==> config.mk <==
export PLATFORM = sky130hd
export DESIGN_NAME = image_xfer_regs
export DESIGN_NICKNAME = d
export VERILOG_FILES = /design/src/rtl/image_xfer_pkg.sv /design/src/rtl/image_xfer_regs.sv /design/src/rtl/stream_fifo.sv
export SDC_FILE = /design/constraint.sdc
export NUM_CORES = 2
export LEC_CHECK = 0
export BUFFER_PORTS_ARGS = -buffer_cell sky130_fd_sc_hd__buf_2
export CAP_MARGIN = 20
export CORE_MARGIN = 3
export CORE_UTILIZATION = 30
export DETAILED_ROUTE_END_ITERATION = 7
export PLACE_DENSITY = 0.55
export SLEW_MARGIN = 15
export SYNTH_ARGS = -nofsm -noshare
export SYNTH_HDL_FRONTEND = slang
export SYNTH_SLANG_ARGS = --single-unit
==> constraint.sdc <==
create_clock -name clk_in -period 11.1 [get_ports clk_in]
set_input_delay 0.555 -clock clk_in [delete_from_list [all_inputs] [get_ports clk_in]]
set_output_delay 0.555 -clock clk_in [all_outputs]
set_load 0.01 [all_outputs]
==> src/rtl/image_xfer_pkg.sv <==
package image_xfer_pkg;

  // ***********************************
  // bus and register map
  // ***********************************
  localparam int ADDR_W = 12;  // byte address width seen by the slave
  localparam int IDX_W = 10;  // register index width, byte address is four times it
  localparam logic [IDX_W-1:0] IDX_CTRL = 10'h001;
  localparam logic [IDX_W-1:0] IDX_DEST_HI = 10'h042;
  localparam logic [IDX_W-1:0] IDX_DEST_LO = 10'h043;
  localparam logic [IDX_W-1:0] IDX_SIZE_X = 10'h046;
  localparam logic [IDX_W-1:0] IDX_SIZE_Y = 10'h047;
  localparam logic [IDX_W-1:0] IDX_ENTRY = 10'h048;
  localparam logic [IDX_W-1:0] IDX_DMA_HI = 10'h050;
  localparam logic [IDX_W-1:0] IDX_DMA_LO = 10'h051;
  localparam logic [1:0] RESP_OKAY = 2'h0;
  localparam logic [1:0] RESP_SLVERR = 2'h2;

  // ***********************************
  // field layout and reset values
  // ***********************************
  localparam int WORD_W = 16;  // one image word
  localparam int DEST_HI_W = 7;
  localparam int DEST_LO_W = 15;
  localparam int DEST_LO_LSB = 1;
  localparam int SIZE_X_W = 11;
  localparam int SIZE_Y_W = 10;
  localparam int DMA_HI_W = 3;
  localparam int PTR_W = DEST_HI_W + DEST_LO_W;  // word address A22..A1
  localparam int PIX_W = 22;  // room for twice x times y
  localparam int CTRL_CONV_LSB = 0;
  localparam int CTRL_DMA_LSB = 4;
  localparam int CTRL_BUSY_BIT = 8;
  localparam logic [WORD_W-1:0] REG_RST = 16'h0000;
  localparam int FIFO_DEPTH = 32;

  // ***********************************
  // mode encodings and states
  // ***********************************
  localparam logic [2:0] CONV_OFF = 3'h0;
  localparam logic [2:0] CONV_MODE_A = 3'h1;
  localparam logic [2:0] CONV_MODE_B = 3'h2;
  localparam logic [2:0] CONV_MODE_C = 3'h3;
  localparam logic [2:0] CONV_HALF_X = 3'h7;  // x size counts pixel pairs
  localparam logic [1:0] DMA_OFF = 2'h0;
  localparam logic [1:0] DMA_ENTRY = 2'h3;  // data arrives through the entry port

  typedef enum logic {CV_IDLE, CV_RUN} conv_st_t;

  // one word bound for graphics memory
  typedef struct packed {
    logic [PTR_W-1:0] addr;
    logic [WORD_W-1:0] data;
  } mem_wr_t;

  // true for the four codes that start a conversion
  function automatic logic is_conv(input logic [2:0] mode);
    is_conv = (mode == CONV_MODE_A) || (mode == CONV_MODE_B) ||
              (mode == CONV_MODE_C) || (mode == CONV_HALF_X);
  endfunction

endpackage

==> src/rtl/image_xfer_regs.sv <==
`timescale 1ns/1ps
module image_xfer_regs (
  input wire logic clk_in,
  input wire logic rstn_in,
  input wire logic [image_xfer_pkg::ADDR_W-1:0] axi_awaddr_in,
  input wire logic axi_awvalid_in,
  output logic axi_awready_out,
  input wire logic [31:0] axi_wdata_in,
  input wire logic [3:0] axi_wstrb_in,
  input wire logic axi_wvalid_in,
  output logic axi_wready_out,
  output logic axi_bvalid_out,
  output logic [1:0] axi_bresp_out,
  input wire logic axi_bready_in,
  input wire logic [image_xfer_pkg::ADDR_W-1:0] axi_araddr_in,
  input wire logic axi_arvalid_in,
  output logic axi_arready_out,
  output logic axi_rvalid_out,
  output logic [31:0] axi_rdata_out,
  output logic [1:0] axi_rresp_out,
  input wire logic axi_rready_in,
  output logic mem_wr_valid_out,
  output image_xfer_pkg::mem_wr_t mem_wr_out,
  input wire logic mem_wr_ready_in,
  output logic [image_xfer_pkg::DMA_HI_W+image_xfer_pkg::WORD_W-1:0] dma_word_count_out,
  output logic [1:0] dma_mode_out,
  output logic [2:0] conv_mode_out,
  output logic conv_busy_out
);
  import image_xfer_pkg::*;

  // ***********************************
  // state
  // ***********************************
  typedef struct packed {
    logic awready;  // write address channel open
    logic wready;  // write data channel open
    logic bvalid;
    logic [1:0] bresp;
    logic arready;
    logic rvalid;
    logic [31:0] rdata;
    logic [1:0] rresp;
    logic aw_got;  // address held, waiting for data
    logic w_got;  // data held, waiting for address
    logic [IDX_W-1:0] widx;
    logic [31:0] wdata;
    logic [3:0] wstrb;
    logic [DEST_HI_W-1:0] dest_hi;  // address A22..A16
    logic [DEST_LO_W-1:0] dest_lo;  // address A15..A1
    logic [SIZE_X_W-1:0] xsize;
    logic [SIZE_Y_W-1:0] ysize;
    logic [DMA_HI_W-1:0] dma_hi;
    logic [WORD_W-1:0] dma_lo;
    logic [WORD_W-1:0] entry;  // last word written to the entry port
    logic [2:0] conv_mode;
    logic [1:0] dma_mode;
    conv_st_t st;
    logic [PTR_W-1:0] ptr;  // internal store address
    logic [PIX_W-1:0] px_in;  // pixels accepted at the entry port
    logic [PIX_W-1:0] px_out;  // pixels stored to memory
    logic ovalid;  // output stage holds a word
    mem_wr_t odata;
  } regs_st_t;

  regs_st_t q;
  regs_st_t d;

  // ***********************************
  // decode helpers
  // ***********************************
  // any index that answers okay
  function automatic logic is_mapped(input logic [IDX_W-1:0] idx);
    case (idx)
      IDX_CTRL, IDX_DEST_HI, IDX_DEST_LO, IDX_SIZE_X, IDX_SIZE_Y,
      IDX_ENTRY, IDX_DMA_HI, IDX_DMA_LO: is_mapped = 1'b1;
      default: is_mapped = 1'b0;
    endcase
  endfunction

  // readback value; unused bits and the entry port read as zero
  function automatic logic [WORD_W-1:0] reg_val(input regs_st_t s,
                                                input logic [IDX_W-1:0] idx);
    reg_val = REG_RST;
    case (idx)
      IDX_CTRL: begin
        reg_val[CTRL_CONV_LSB +: 3] = s.conv_mode;
        reg_val[CTRL_DMA_LSB +: 2] = s.dma_mode;
        reg_val[CTRL_BUSY_BIT] = (s.st == CV_RUN);
      end
      IDX_DEST_HI: reg_val[DEST_HI_W-1:0] = s.dest_hi;
      IDX_DEST_LO: reg_val[DEST_LO_LSB +: DEST_LO_W] = s.dest_lo;
      IDX_SIZE_X: reg_val[SIZE_X_W-1:0] = s.xsize;
      IDX_SIZE_Y: reg_val[SIZE_Y_W-1:0] = s.ysize;
      IDX_DMA_HI: reg_val[DMA_HI_W-1:0] = s.dma_hi;
      IDX_DMA_LO: reg_val = s.dma_lo;
      default: reg_val = REG_RST;
    endcase
  endfunction

  // byte-lane merge of the low two lanes
  function automatic logic [WORD_W-1:0] merge16(input logic [WORD_W-1:0] old,
                                                input logic [WORD_W-1:0] nw,
                                                input logic [1:0] strb);
    merge16 = old;
    if (strb[0]) begin
      merge16[7:0] = nw[7:0];
    end
    if (strb[1]) begin
      merge16[15:8] = nw[15:8];
    end
  endfunction

  // ***********************************
  // combinational terms
  // ***********************************
  logic half_x;  // mode 111: x size counts pixel pairs
  logic [PIX_W-1:0] prod;
  logic [PIX_W-1:0] target;  // pixels to store
  logic [PIX_W-1:0] step;  // pixels carried by one word
  logic entry_ok;  // entry port currently accepts words
  logic wr_entry;
  logic wr_dest;
  logic wr_dma;
  logic do_wr;  // held write is applied this cycle
  logic start;
  logic push;
  logic pop;
  logic store;
  logic [WORD_W-1:0] wcur;
  logic [WORD_W-1:0] wval;
  logic fifo_in_ready;
  logic fifo_out_valid;
  logic [WORD_W-1:0] fifo_out_data;
  logic stage_free;

  // size is read live; the host keeps it still while a conversion runs
  assign half_x = (q.conv_mode == CONV_HALF_X);
  assign prod = PIX_W'(q.xsize) * PIX_W'(q.ysize);
  assign target = half_x ? {prod[PIX_W-2:0], 1'b0} : prod;
  assign step = half_x ? PIX_W'(2) : PIX_W'(1);
  // words beyond the image are dropped so nothing trails into a stale pointer
  assign entry_ok = (q.st == CV_RUN) && (q.px_in < target);
  assign wr_entry = (q.widx == IDX_ENTRY);
  assign wr_dest = (q.widx == IDX_DEST_HI) || (q.widx == IDX_DEST_LO);
  assign wr_dma = (q.widx == IDX_DMA_HI) || (q.widx == IDX_DMA_LO);
  // a full fifo holds the write response back, which stalls the host
  assign do_wr = q.aw_got && q.w_got && !q.bvalid &&
                 !(wr_entry && entry_ok && !fifo_in_ready);
  assign wcur = wr_entry ? q.entry : reg_val(q, q.widx);
  assign wval = merge16(wcur, q.wdata[WORD_W-1:0], q.wstrb[1:0]);
  assign start = do_wr && (q.widx == IDX_CTRL) && (q.st == CV_IDLE) &&
                 is_conv(wval[CTRL_CONV_LSB +: 3]);
  assign push = do_wr && wr_entry && entry_ok;
  assign store = q.ovalid && mem_wr_ready_in;
  assign stage_free = !q.ovalid || mem_wr_ready_in;
  assign pop = fifo_out_valid && stage_free;

  // ***********************************
  // image word buffer
  // ***********************************
  stream_fifo #(
    .W(WORD_W),
    .DEPTH(FIFO_DEPTH)
  ) stream_fifo_inst (
    .clk_in(clk_in),
    .rstn_in(rstn_in),
    .in_valid_in(push),
    .in_data_in(wval),
    .in_ready_out(fifo_in_ready),
    .out_valid_out(fifo_out_valid),
    .out_data_out(fifo_out_data),
    .out_ready_in(stage_free)
  );

  // ***********************************
  // next state
  // ***********************************
  always_comb begin
    d = q;
    // write address and data are taken independently
    if (q.awready && axi_awvalid_in) begin
      d.awready = 1'b0;
      d.aw_got = 1'b1;
      d.widx = axi_awaddr_in[ADDR_W-1:2];
    end
    if (q.wready && axi_wvalid_in) begin
      d.wready = 1'b0;
      d.w_got = 1'b1;
      d.wdata = axi_wdata_in;
      d.wstrb = axi_wstrb_in;
    end
    // reopen a channel once nothing is held and no response waits
    if (!q.awready && !q.aw_got && !q.bvalid) begin
      d.awready = 1'b1;
    end
    if (!q.wready && !q.w_got && !q.bvalid) begin
      d.wready = 1'b1;
    end
    if (q.bvalid && axi_bready_in) begin
      d.bvalid = 1'b0;
    end
    // apply a held write; unused bits are dropped by the field widths
    if (do_wr) begin
      d.aw_got = 1'b0;
      d.w_got = 1'b0;
      d.bvalid = 1'b1;
      d.bresp = is_mapped(q.widx) ? RESP_OKAY : RESP_SLVERR;
      case (q.widx)
        IDX_CTRL: begin
          // mode fields are frozen while a conversion runs
          if (q.st == CV_IDLE) begin
            d.conv_mode = wval[CTRL_CONV_LSB +: 3];
            d.dma_mode = wval[CTRL_DMA_LSB +: 2];
          end
        end
        IDX_DEST_HI: d.dest_hi = wval[DEST_HI_W-1:0];
        IDX_DEST_LO: d.dest_lo = wval[DEST_LO_LSB +: DEST_LO_W];
        IDX_SIZE_X: d.xsize = wval[SIZE_X_W-1:0];
        IDX_SIZE_Y: d.ysize = wval[SIZE_Y_W-1:0];
        IDX_DMA_HI: d.dma_hi = wval[DMA_HI_W-1:0];
        IDX_DMA_LO: d.dma_lo = wval;
        IDX_ENTRY: d.entry = wval;
        default: d.bresp = RESP_SLVERR;
      endcase
    end
    // read: one cycle from address to data
    if (!q.arready && !q.rvalid) begin
      d.arready = 1'b1;
    end
    if (q.arready && axi_arvalid_in) begin
      d.arready = 1'b0;
      d.rvalid = 1'b1;
      d.rdata = {16'h0000, reg_val(q, axi_araddr_in[ADDR_W-1:2])};
      d.rresp = is_mapped(axi_araddr_in[ADDR_W-1:2]) ? RESP_OKAY : RESP_SLVERR;
    end
    if (q.rvalid && axi_rready_in) begin
      d.rvalid = 1'b0;
    end
    // conversion start: the pointer takes a copy, the registers stay put
    if (start) begin
      d.st = CV_RUN;
      d.ptr = {q.dest_hi, q.dest_lo};
      d.px_in = '0;
      d.px_out = '0;
    end
    if (push) begin
      d.px_in = q.px_in + step;
    end
    // output stage: a popped word gets the pointer, which then moves on
    if (store) begin
      d.ovalid = 1'b0;
      d.px_out = q.px_out + step;
    end
    if (pop) begin
      d.ovalid = 1'b1;
      d.odata.addr = q.ptr;
      d.odata.data = fifo_out_data;
      d.ptr = q.ptr + PTR_W'(1);
    end
    // end of image: clear the mode, an entry-routed dma setting with it
    if ((q.st == CV_RUN) && (d.px_out >= target)) begin
      d.st = CV_IDLE;
      d.conv_mode = CONV_OFF;
      if (q.dma_mode == DMA_ENTRY) begin
        d.dma_mode = DMA_OFF;
      end
    end
  end

  // register the whole state; reset clears every register
  always_ff @(posedge clk_in or negedge rstn_in) begin
    if (!rstn_in) begin
      q <= '0;
    end else begin
      q <= d;
    end
  end

  // ***********************************
  // outputs
  // ***********************************
  assign axi_awready_out = q.awready;
  assign axi_wready_out = q.wready;
  assign axi_bvalid_out = q.bvalid;
  assign axi_bresp_out = q.bresp;
  assign axi_arready_out = q.arready;
  assign axi_rvalid_out = q.rvalid;
  assign axi_rdata_out = q.rdata;
  assign axi_rresp_out = q.rresp;
  assign mem_wr_valid_out = q.ovalid;
  assign mem_wr_out = q.odata;
  assign dma_word_count_out = {q.dma_hi, q.dma_lo};
  assign dma_mode_out = q.dma_mode;
  assign conv_mode_out = q.conv_mode;
  assign conv_busy_out = (q.st == CV_RUN);
endmodule

==> src/rtl/stream_fifo.sv <==
`timescale 1ns/1ps
module stream_fifo #(
  parameter int W = 16,
  parameter int DEPTH = 32
) (
  input wire logic clk_in,
  input wire logic rstn_in,
  input wire logic in_valid_in,
  input wire logic [W-1:0] in_data_in,
  output logic in_ready_out,
  output logic out_valid_out,
  output logic [W-1:0] out_data_out,
  input wire logic out_ready_in
);

  // ***********************************
  // state
  // ***********************************
  localparam int AW = $clog2(DEPTH);  // depth is taken as a power of two

  typedef struct packed {
    logic [DEPTH-1:0][W-1:0] mem;  // flip-flop storage
    logic [AW-1:0] wp;  // write index
    logic [AW-1:0] rp;  // read index
    logic [AW:0] cnt;  // words held
  } fifo_st_t;

  fifo_st_t q;
  fifo_st_t d;
  logic push;
  logic pop;

  // full and empty come straight from the count, so no slot is wasted
  assign in_ready_out = (q.cnt != (AW+1)'(DEPTH));
  assign out_valid_out = (q.cnt != '0);
  assign out_data_out = q.mem[q.rp];
  assign push = in_valid_in && in_ready_out;
  assign pop = out_valid_out && out_ready_in;

  // next state: push and pop may happen in the same cycle
  always_comb begin
    d = q;
    if (push) begin
      d.mem[q.wp] = in_data_in;
      d.wp = q.wp + AW'(1);
    end
    if (pop) begin
      d.rp = q.rp + AW'(1);
    end
    if (push && !pop) begin
      d.cnt = q.cnt + (AW+1)'(1);
    end else if (pop && !push) begin
      d.cnt = q.cnt - (AW+1)'(1);
    end
  end

  // register the whole state
  always_ff @(posedge clk_in or negedge rstn_in) begin
    if (!rstn_in) begin
      q <= '0;
    end else begin
      q <= d;
    end
  end

endmodule

[Word level (Yosys, flattened, before mapping)]
Index checks and enable logic that the tools add are counted.
Cells by class
  add/sub/neg operators: 7
  $mul: 1
  divide/modulo/power cells: 0
  order comparisons: 5
  eq/ne operators: 24
  shift operators: 0
  mux-type cells: 61
  bitwise operators: 1
  reductions and logical operators: 69
Operators by type and width (number)
  $bwmux W512: 1
  $eq A10 B7 Y1 const B: 14
  $bmux W16 S5: 1
  $demux W16 S5: 1
  $mux W67: 1
  $mux W22: 3
  $mux W16: 3
  $add A22 B2 Y22: 2
  $mux W39: 1
  $mux W36: 1
  $pmux W1 S5: 6
  $logic_and A1 B1 Y1: 28
  $pmux W2 S7: 2
  $reduce_bool A2 Y1: 14
  $pmux W2 S6: 2
  $mux W23: 1
  $add A22 B1 Y22 const B: 1
  $ge A22 B22 Y1: 1
  $lt A22 B22 Y1: 1
  $mul A11 B10 Y21: 1
  $eq A10 B1 Y1 const B: 2
  $pmux W5 S2: 2
  $mux W6: 3
  $mux W8: 2
  25 further kinds: 74
Storage, ports and cells
  register bits after elaboration: 772
  bits in latches: 0
  RAM bits: 0
  bits in read-only memories: 0
  bits of input ports: 68
  output and inout bits: 105
  word-level logic and storage cells: 232
  memories: 0

[Depth between registers and ports, before layout]
  depth in word-level cells: 17
  mapped depth: 42
  depth with buffers taken out: 40

[Modules after synthesis]
A second synthesis with hierarchy kept.
Unflattened totals
  cells, all modules: 3460
  area, all modules: 42286.8 sq um
By module, submodules not included
  stream_fifo: instances 1, cells an instance 1569, area each 25253.0 sq um, sequential area each 13212.7 sq um
  image_xfer_regs: instances 1, cells an instance 1891, area each 17033.8 sq um, sequential area each 6055.8 sq um

[Worst setup path after synthesis]
Ideal clock, no wire load.
  path kind: flip-flop to flip-flop
  from: register q[149] (netlist name)
  to: register stream_fifo_inst.q[5] (netlist name)
  setup time: 0.125 ns
  data arrival time: 8.400 ns
  required time: 10.975 ns
  path slack: 2.574 ns
  stages on the path, launching flop included: 43
  buffers on the path: 2
  period minus slack after synthesis: 8.526 ns
  cell sequence: dfrtp_1 -> clkbuf_1 -> nand2_1 -> fa_1 -> inv_1 -> fa_1 -> inv_1 -> fa_1 -> inv_1 -> fa_1 -> inv_1 -> fa_1 -> inv_1 -> ha_1 -> clkbuf_1 -> a21oi_1 -> o21ai_0 -> nand2_1 -> (+7 left out) -> nand2_1 -> o21a_1 -> a21oi_1 -> o21ai_0 -> a41oi_1 -> a21bo_2 -> a21bo_2 -> and2_1 -> ha_1 -> inv_1 -> ha_1 -> a21o_1 -> a21oi_1 -> o21bai_1 -> a21oi_1 -> xnor2_1 -> nor2_1 -> xor2_1
On the way
  cells in the longest elaborated chain, start to end: 14
  elaborated cells between the ends (all ways): 16
  classes of those cells: mul: 1; order compare: 1; mux: 2; reduce/logical: 12
Ends and longest elaborated chain
  start: declaration: line image_xfer_regs.sv:66  | regs_st_t q;
  start signal: assignment: line image_xfer_regs.sv:274  | q <= '0;
  start signal: assignment: line image_xfer_regs.sv:276  | q <= d;
  $mul A11 B10 Y21 (*): line image_xfer_regs.sv:139  | assign prod = PIX_W'(q.xsize) * PIX_W'(q.ysize);
  $mux W22 (*): line image_xfer_regs.sv:140  | assign target = half_x ? {prod[PIX_W-2:0], 1'b0} : prod;
  $lt A22 B22 Y1 (*): line image_xfer_regs.sv:143  | assign entry_ok = (q.st == CV_RUN) && (q.px_in < target);
  $logic_and A1 B1 Y1 (*): line image_xfer_regs.sv:143
  $logic_and A1 B1 Y1 (2 in series): line image_xfer_regs.sv:149  | !(wr_entry && entry_ok && !fifo_in_ready);
  $logic_not A1 Y1: line image_xfer_regs.sv:149
  $logic_and A1 B1 Y1: line image_xfer_regs.sv:148  | assign do_wr = q.aw_got && q.w_got && !q.bvalid &&
  $logic_and A1 B1 Y1: line image_xfer_regs.sv:154  | assign push = do_wr && wr_entry && entry_ok;
  $logic_and A1 B1 Y1 (*): line image_xfer_regs.sv:154
  $logic_and A1 B1 Y1 (*): line stream_fifo.sv:37  | assign push = in_valid_in && in_ready_out;
  named net stream_fifo_inst.push: line stream_fifo.sv:30  | logic push;
  $logic_not A1 Y1: line stream_fifo.sv:52  | end else if (pop && !push) begin
  $logic_and A1 B1 Y1: line stream_fifo.sv:52
  $reduce_bool A2 Y1 (no source line)
  end signal: assignment: line stream_fifo.sv:60  | q <= '0;
  end signal: assignment: line stream_fifo.sv:62  | q <= d;
  end: declaration: line stream_fifo.sv:28  | fifo_st_t q;
Mark *: on every way through the listed nets, which the timed path passes. The rest lies on a longest branch.
A chain may end at the register's enable or synchronous reset.

[Final worst setup path]
Ends and elaborated chain as after synthesis.

==> impl_metrics.csv <==
group,metric,value,unit
synthesis,netlist_area,0.0410,sq mm
clock_tree,cts_htree_levels,3,
synthesis,yosys-top-cells-area,"dfrtp_1, o21ai_0, mux4_2",
synthesis,synth_top_area_share,47.0,%
synthesis,synth_edf_count,0,
sta,period_needed,9.63,ns
critical_path,cp.arrival,10.13,ns
global_route,grt_util_all_layers,17.2,%
die,die_y,376,um
sta,setup_slack,1.47,ns
die,die_x,376,um
detailed_routing,wire_per_inst,21.8,um
critical_path,slowest_delay,0.72,ns
clock_tree,ctsRootBufferMaster,"clkbuf_16",
hold_path,holdCritStartpoint,"axi_rready_in",
sta,worst_pin_slew,1.16,ns
critical_path,worstPathRequired,11.60,ns
power_and_ir_drop,power.density,175,mW/mm^2
sta,period_share,86.8,%
finish,final_util,33.6,%
die,start_util,30.2,%
clock_tree,cts_tree,"yes",
die,io_pins,173,
sta,setup-violations-final,0,
detailed_routing,drt_wl_total,123,mm
detailed_routing,route.met3.wl,8.30,mm
synthesis,synthDistinctLibCells,84,
clock_tree,cts_sinks,770,
sta,max_slew_margin,23.0,%
critical_path,slowest_stage,"dfrtp_1",
die,die-area,0.141,sq mm
critical_path,path_class,"register to register",
die,rows,135,
synthesis,syn_area_per_cell,10.4,sq um
hold_path,hold_path.class,"primary input to register",
sta,hold_violations,0,
sta,rsz0062_at_grt,"no",
sta,tns,0,ns
global_route,grt_start_max_net_pins,167,
place,pre_cts_slack,1.48,ns
synthesis,synth_seq_cells,770,
critical_path,r2r-end,"stream_fifo_inst.q[5]",
global_route,grt_pass1_vias,30100,
detailed_routing,route.met2.wl,56.0,mm
finish,seq_area,0.0193,sq mm
synthesis,synth_warnings,0,
critical_path,rr_worst_depth,40,
detailed_routing,top_layer_used,"met4",
finish,stdcell_count,5658,
place,gp_congestion,0.803,
critical_path,critical_path.max_fanout,14,
run_status,status,"completed",
place,hpwl,78.5,mm
global_route,overflow,0,
critical_path,critPathMostFrequentCell,"a21oi_1",
synthesis,synthFlopType,"dfrtp_1",
detailed_routing,drc,0,
finish,final_cell_mix,"o21ai_0, dfrtp_1, nand2_1, mux4_2, buf_2",
clock_tree,post-cts-setup-buffer-count,0,
global_route,antenna_found_initial,3,
sta,hold_slack,0.0741,ns
detailed_routing,ant_nets,0,
power_and_ir_drop,p_total,7.97,mW
finish,drive_gt1_share,16.4,%
finish,layout_commonest_cell,"o21ai_0",
synthesis,syn_inst,3953,
detailed_routing,drt-initial-drc-count,2732,
flow_run,drv_cap,0,
sta,drv_slew,0,
critical_path,reg2reg_from,"q[149]",
hold_path,min_to,"axi_rvalid_out",
detailed_routing,wirelength_met1,55.0,mm
critical_path,crit_path_end_kind,"register",
finish,multiInputGateArea,0.0195,sq mm
global_route,grt_first_pass_wirelength,190,mm
clock_tree,cts_inserted_buffers,83,
finish,syn_to_final_growth,11.0,%
synthesis,async_flop_share,100,%
finish,fin_area,0.0455,sq mm
critical_path,startpoint_type,"register",
sta,skew,0.0573,ns
power_and_ir_drop,peakVddDrop,0.121,mV
clock_tree,clk_path_buf_depth,3,
finish,final_nets,4064,
clock_tree,clk_latency,0.67,ns
detailed_routing,vias,30400,
critical_path,r2r_slack,1.47,ns
clock_tree,post_cts_resized,0,
die,core,0.136,sq mm
place,placedCellCount,5505,
place,place_area,0.0426,sq mm
place,numPortBuffers,132,
synthesis,synth_seq_area_share,47.0,%
power_and_ir_drop,p_leak,20.1,nW
synthesis,synth_area_leader_cell,"dfrtp_1",
detailed_routing,viasPerCell,5.37,
detailed_routing,drt_first_pass_iters,6,
finish,nFillCells,13600,
hold_path,hold_depth,2,
sta,fmaxAchievable,0.104,GHz
clock_tree,clkTransAtPathRegs,0.06,ns
-- power breakdown --
part | internal (mW) | leakage, nW | switching (mW)
Clock | 1.71 | 1.39 | 1.22
Combinational | 0.593 | 8.20 | 1.23
Sequential | 2.96 | 10.6 | 0.263
Total | 5.26 | 20.1 | 2.71
-- final cells by class --
class / instances / share of cell area [%]
diodes: 3 / 0.0165
clock buffers: 116 / 5.17
clock inverters: 32 / 1.12
inverters: 111 / 0.915
multi-input cells: 2649 / 42.9
flip-flops and latches: 770 / 42.3
well taps: 1781 / 4.90
repair buffers: 196 / 2.69
-- cells by family (layout without fill, tap and decap cells) --
kind of cell / after synthesis / count (layout) / synth area share (%)
flops: 770 / 770 / 47.0
mux: 299 / 299 / 12.4
compound gates: 1374 / 1374 / 18.0
other cells: 1 / 21 / 0.00914
buf+inv: 551 / 455 / 6.17
simple gates: 736 / 736 / 8.60
fa+ha+maj: 187 / 187 / 7.03
xor+xnor: 35 / 35 / 0.781
-- registers in the layout, summed over array words and instances (netlist names) --
name	flops
axi_arready_out	1
axi_awready_out	1
axi_bresp_out	1
axi_bvalid_out	1
axi_rdata_out	16
axi_rresp_out	1
axi_rvalid_out	1
axi_wready_out	1
conv_busy_out	1
conv_mode_out	3
dma_mode_out	2
dma_word_count_out	19
mem_wr_out	38
mem_wr_valid_out	1
q	155
stream_fifo_inst.q	528
-- how the worst max path moves through the flow --
stage | from | endpoint | slack, ns | cells after the start
2_1_floorplan | q[149] | stream_fifo_inst.q[5] | 2.57 | 42
3_3_place_gp | q[149] | stream_fifo_inst.q[5] | 1.47 | 40
3_5_place_dp | q[149] | stream_fifo_inst.q[5] | 1.48 | 40
4_1_cts | q[149] | stream_fifo_inst.q[5] | 1.38 | 40
5_1_grt | q[149] | stream_fifo_inst.q[5] | 0.76 | 40
6_report | q[149] | stream_fifo_inst.q[5] | 1.47 | 40
-- synth_stat cells, types with 13 or more instances --
cell / number
a211oi_1: 13
a21o_1: 36
a21oi_1: 108
a222oi_1: 14
and2_1: 69
and3_1: 15
buf_1: 23
buf_2: 52
buf_4: 104
clkbuf_1: 259
dfrtp_1: 770
fa_1: 73
ha_1: 112
inv_1: 109
mux2_2: 73
mux2i_1: 65
mux4_2: 160
nand2_1: 338
nand2b_1: 14
nand3_1: 49
nand4_1: 22
nor2_1: 99
nor3_1: 25
o21a_1: 14
o21ai_0: 1086
o21ai_1: 26
or2_2: 36
or3_1: 13
xnor2_1: 24
-- worst max-delay path, delay by kind of cell (launching register included) --
kind,cells,cell delay [ns]
AOI/OAI and AO/OA,17,3.41
xor gates and xnor gates,3,0.43
adders and majority gates,9,3.84
buffers and inverters,6,0.43
DFF,1,0.72
and+or+nand+nor,5,0.62
-- layer usage --
layer / global-route usage (%) / up-vias
li1: - / 13700
met1: 24.2 / 15600
met2: 26.6 / 959
met3: 3.49 / 194
met4: 5.84 / 0
met5: 0 / -
-- repair_timing --
| item | 4_1_cts | 5_1_grt |
|---|---|---|
| setup endpoints to repair | 0 | 0 |
| hold buffers | 1 | 0 |
| endpoints found under the hold margin | 30 | 0 |
(Power assumes the default switching activity.)
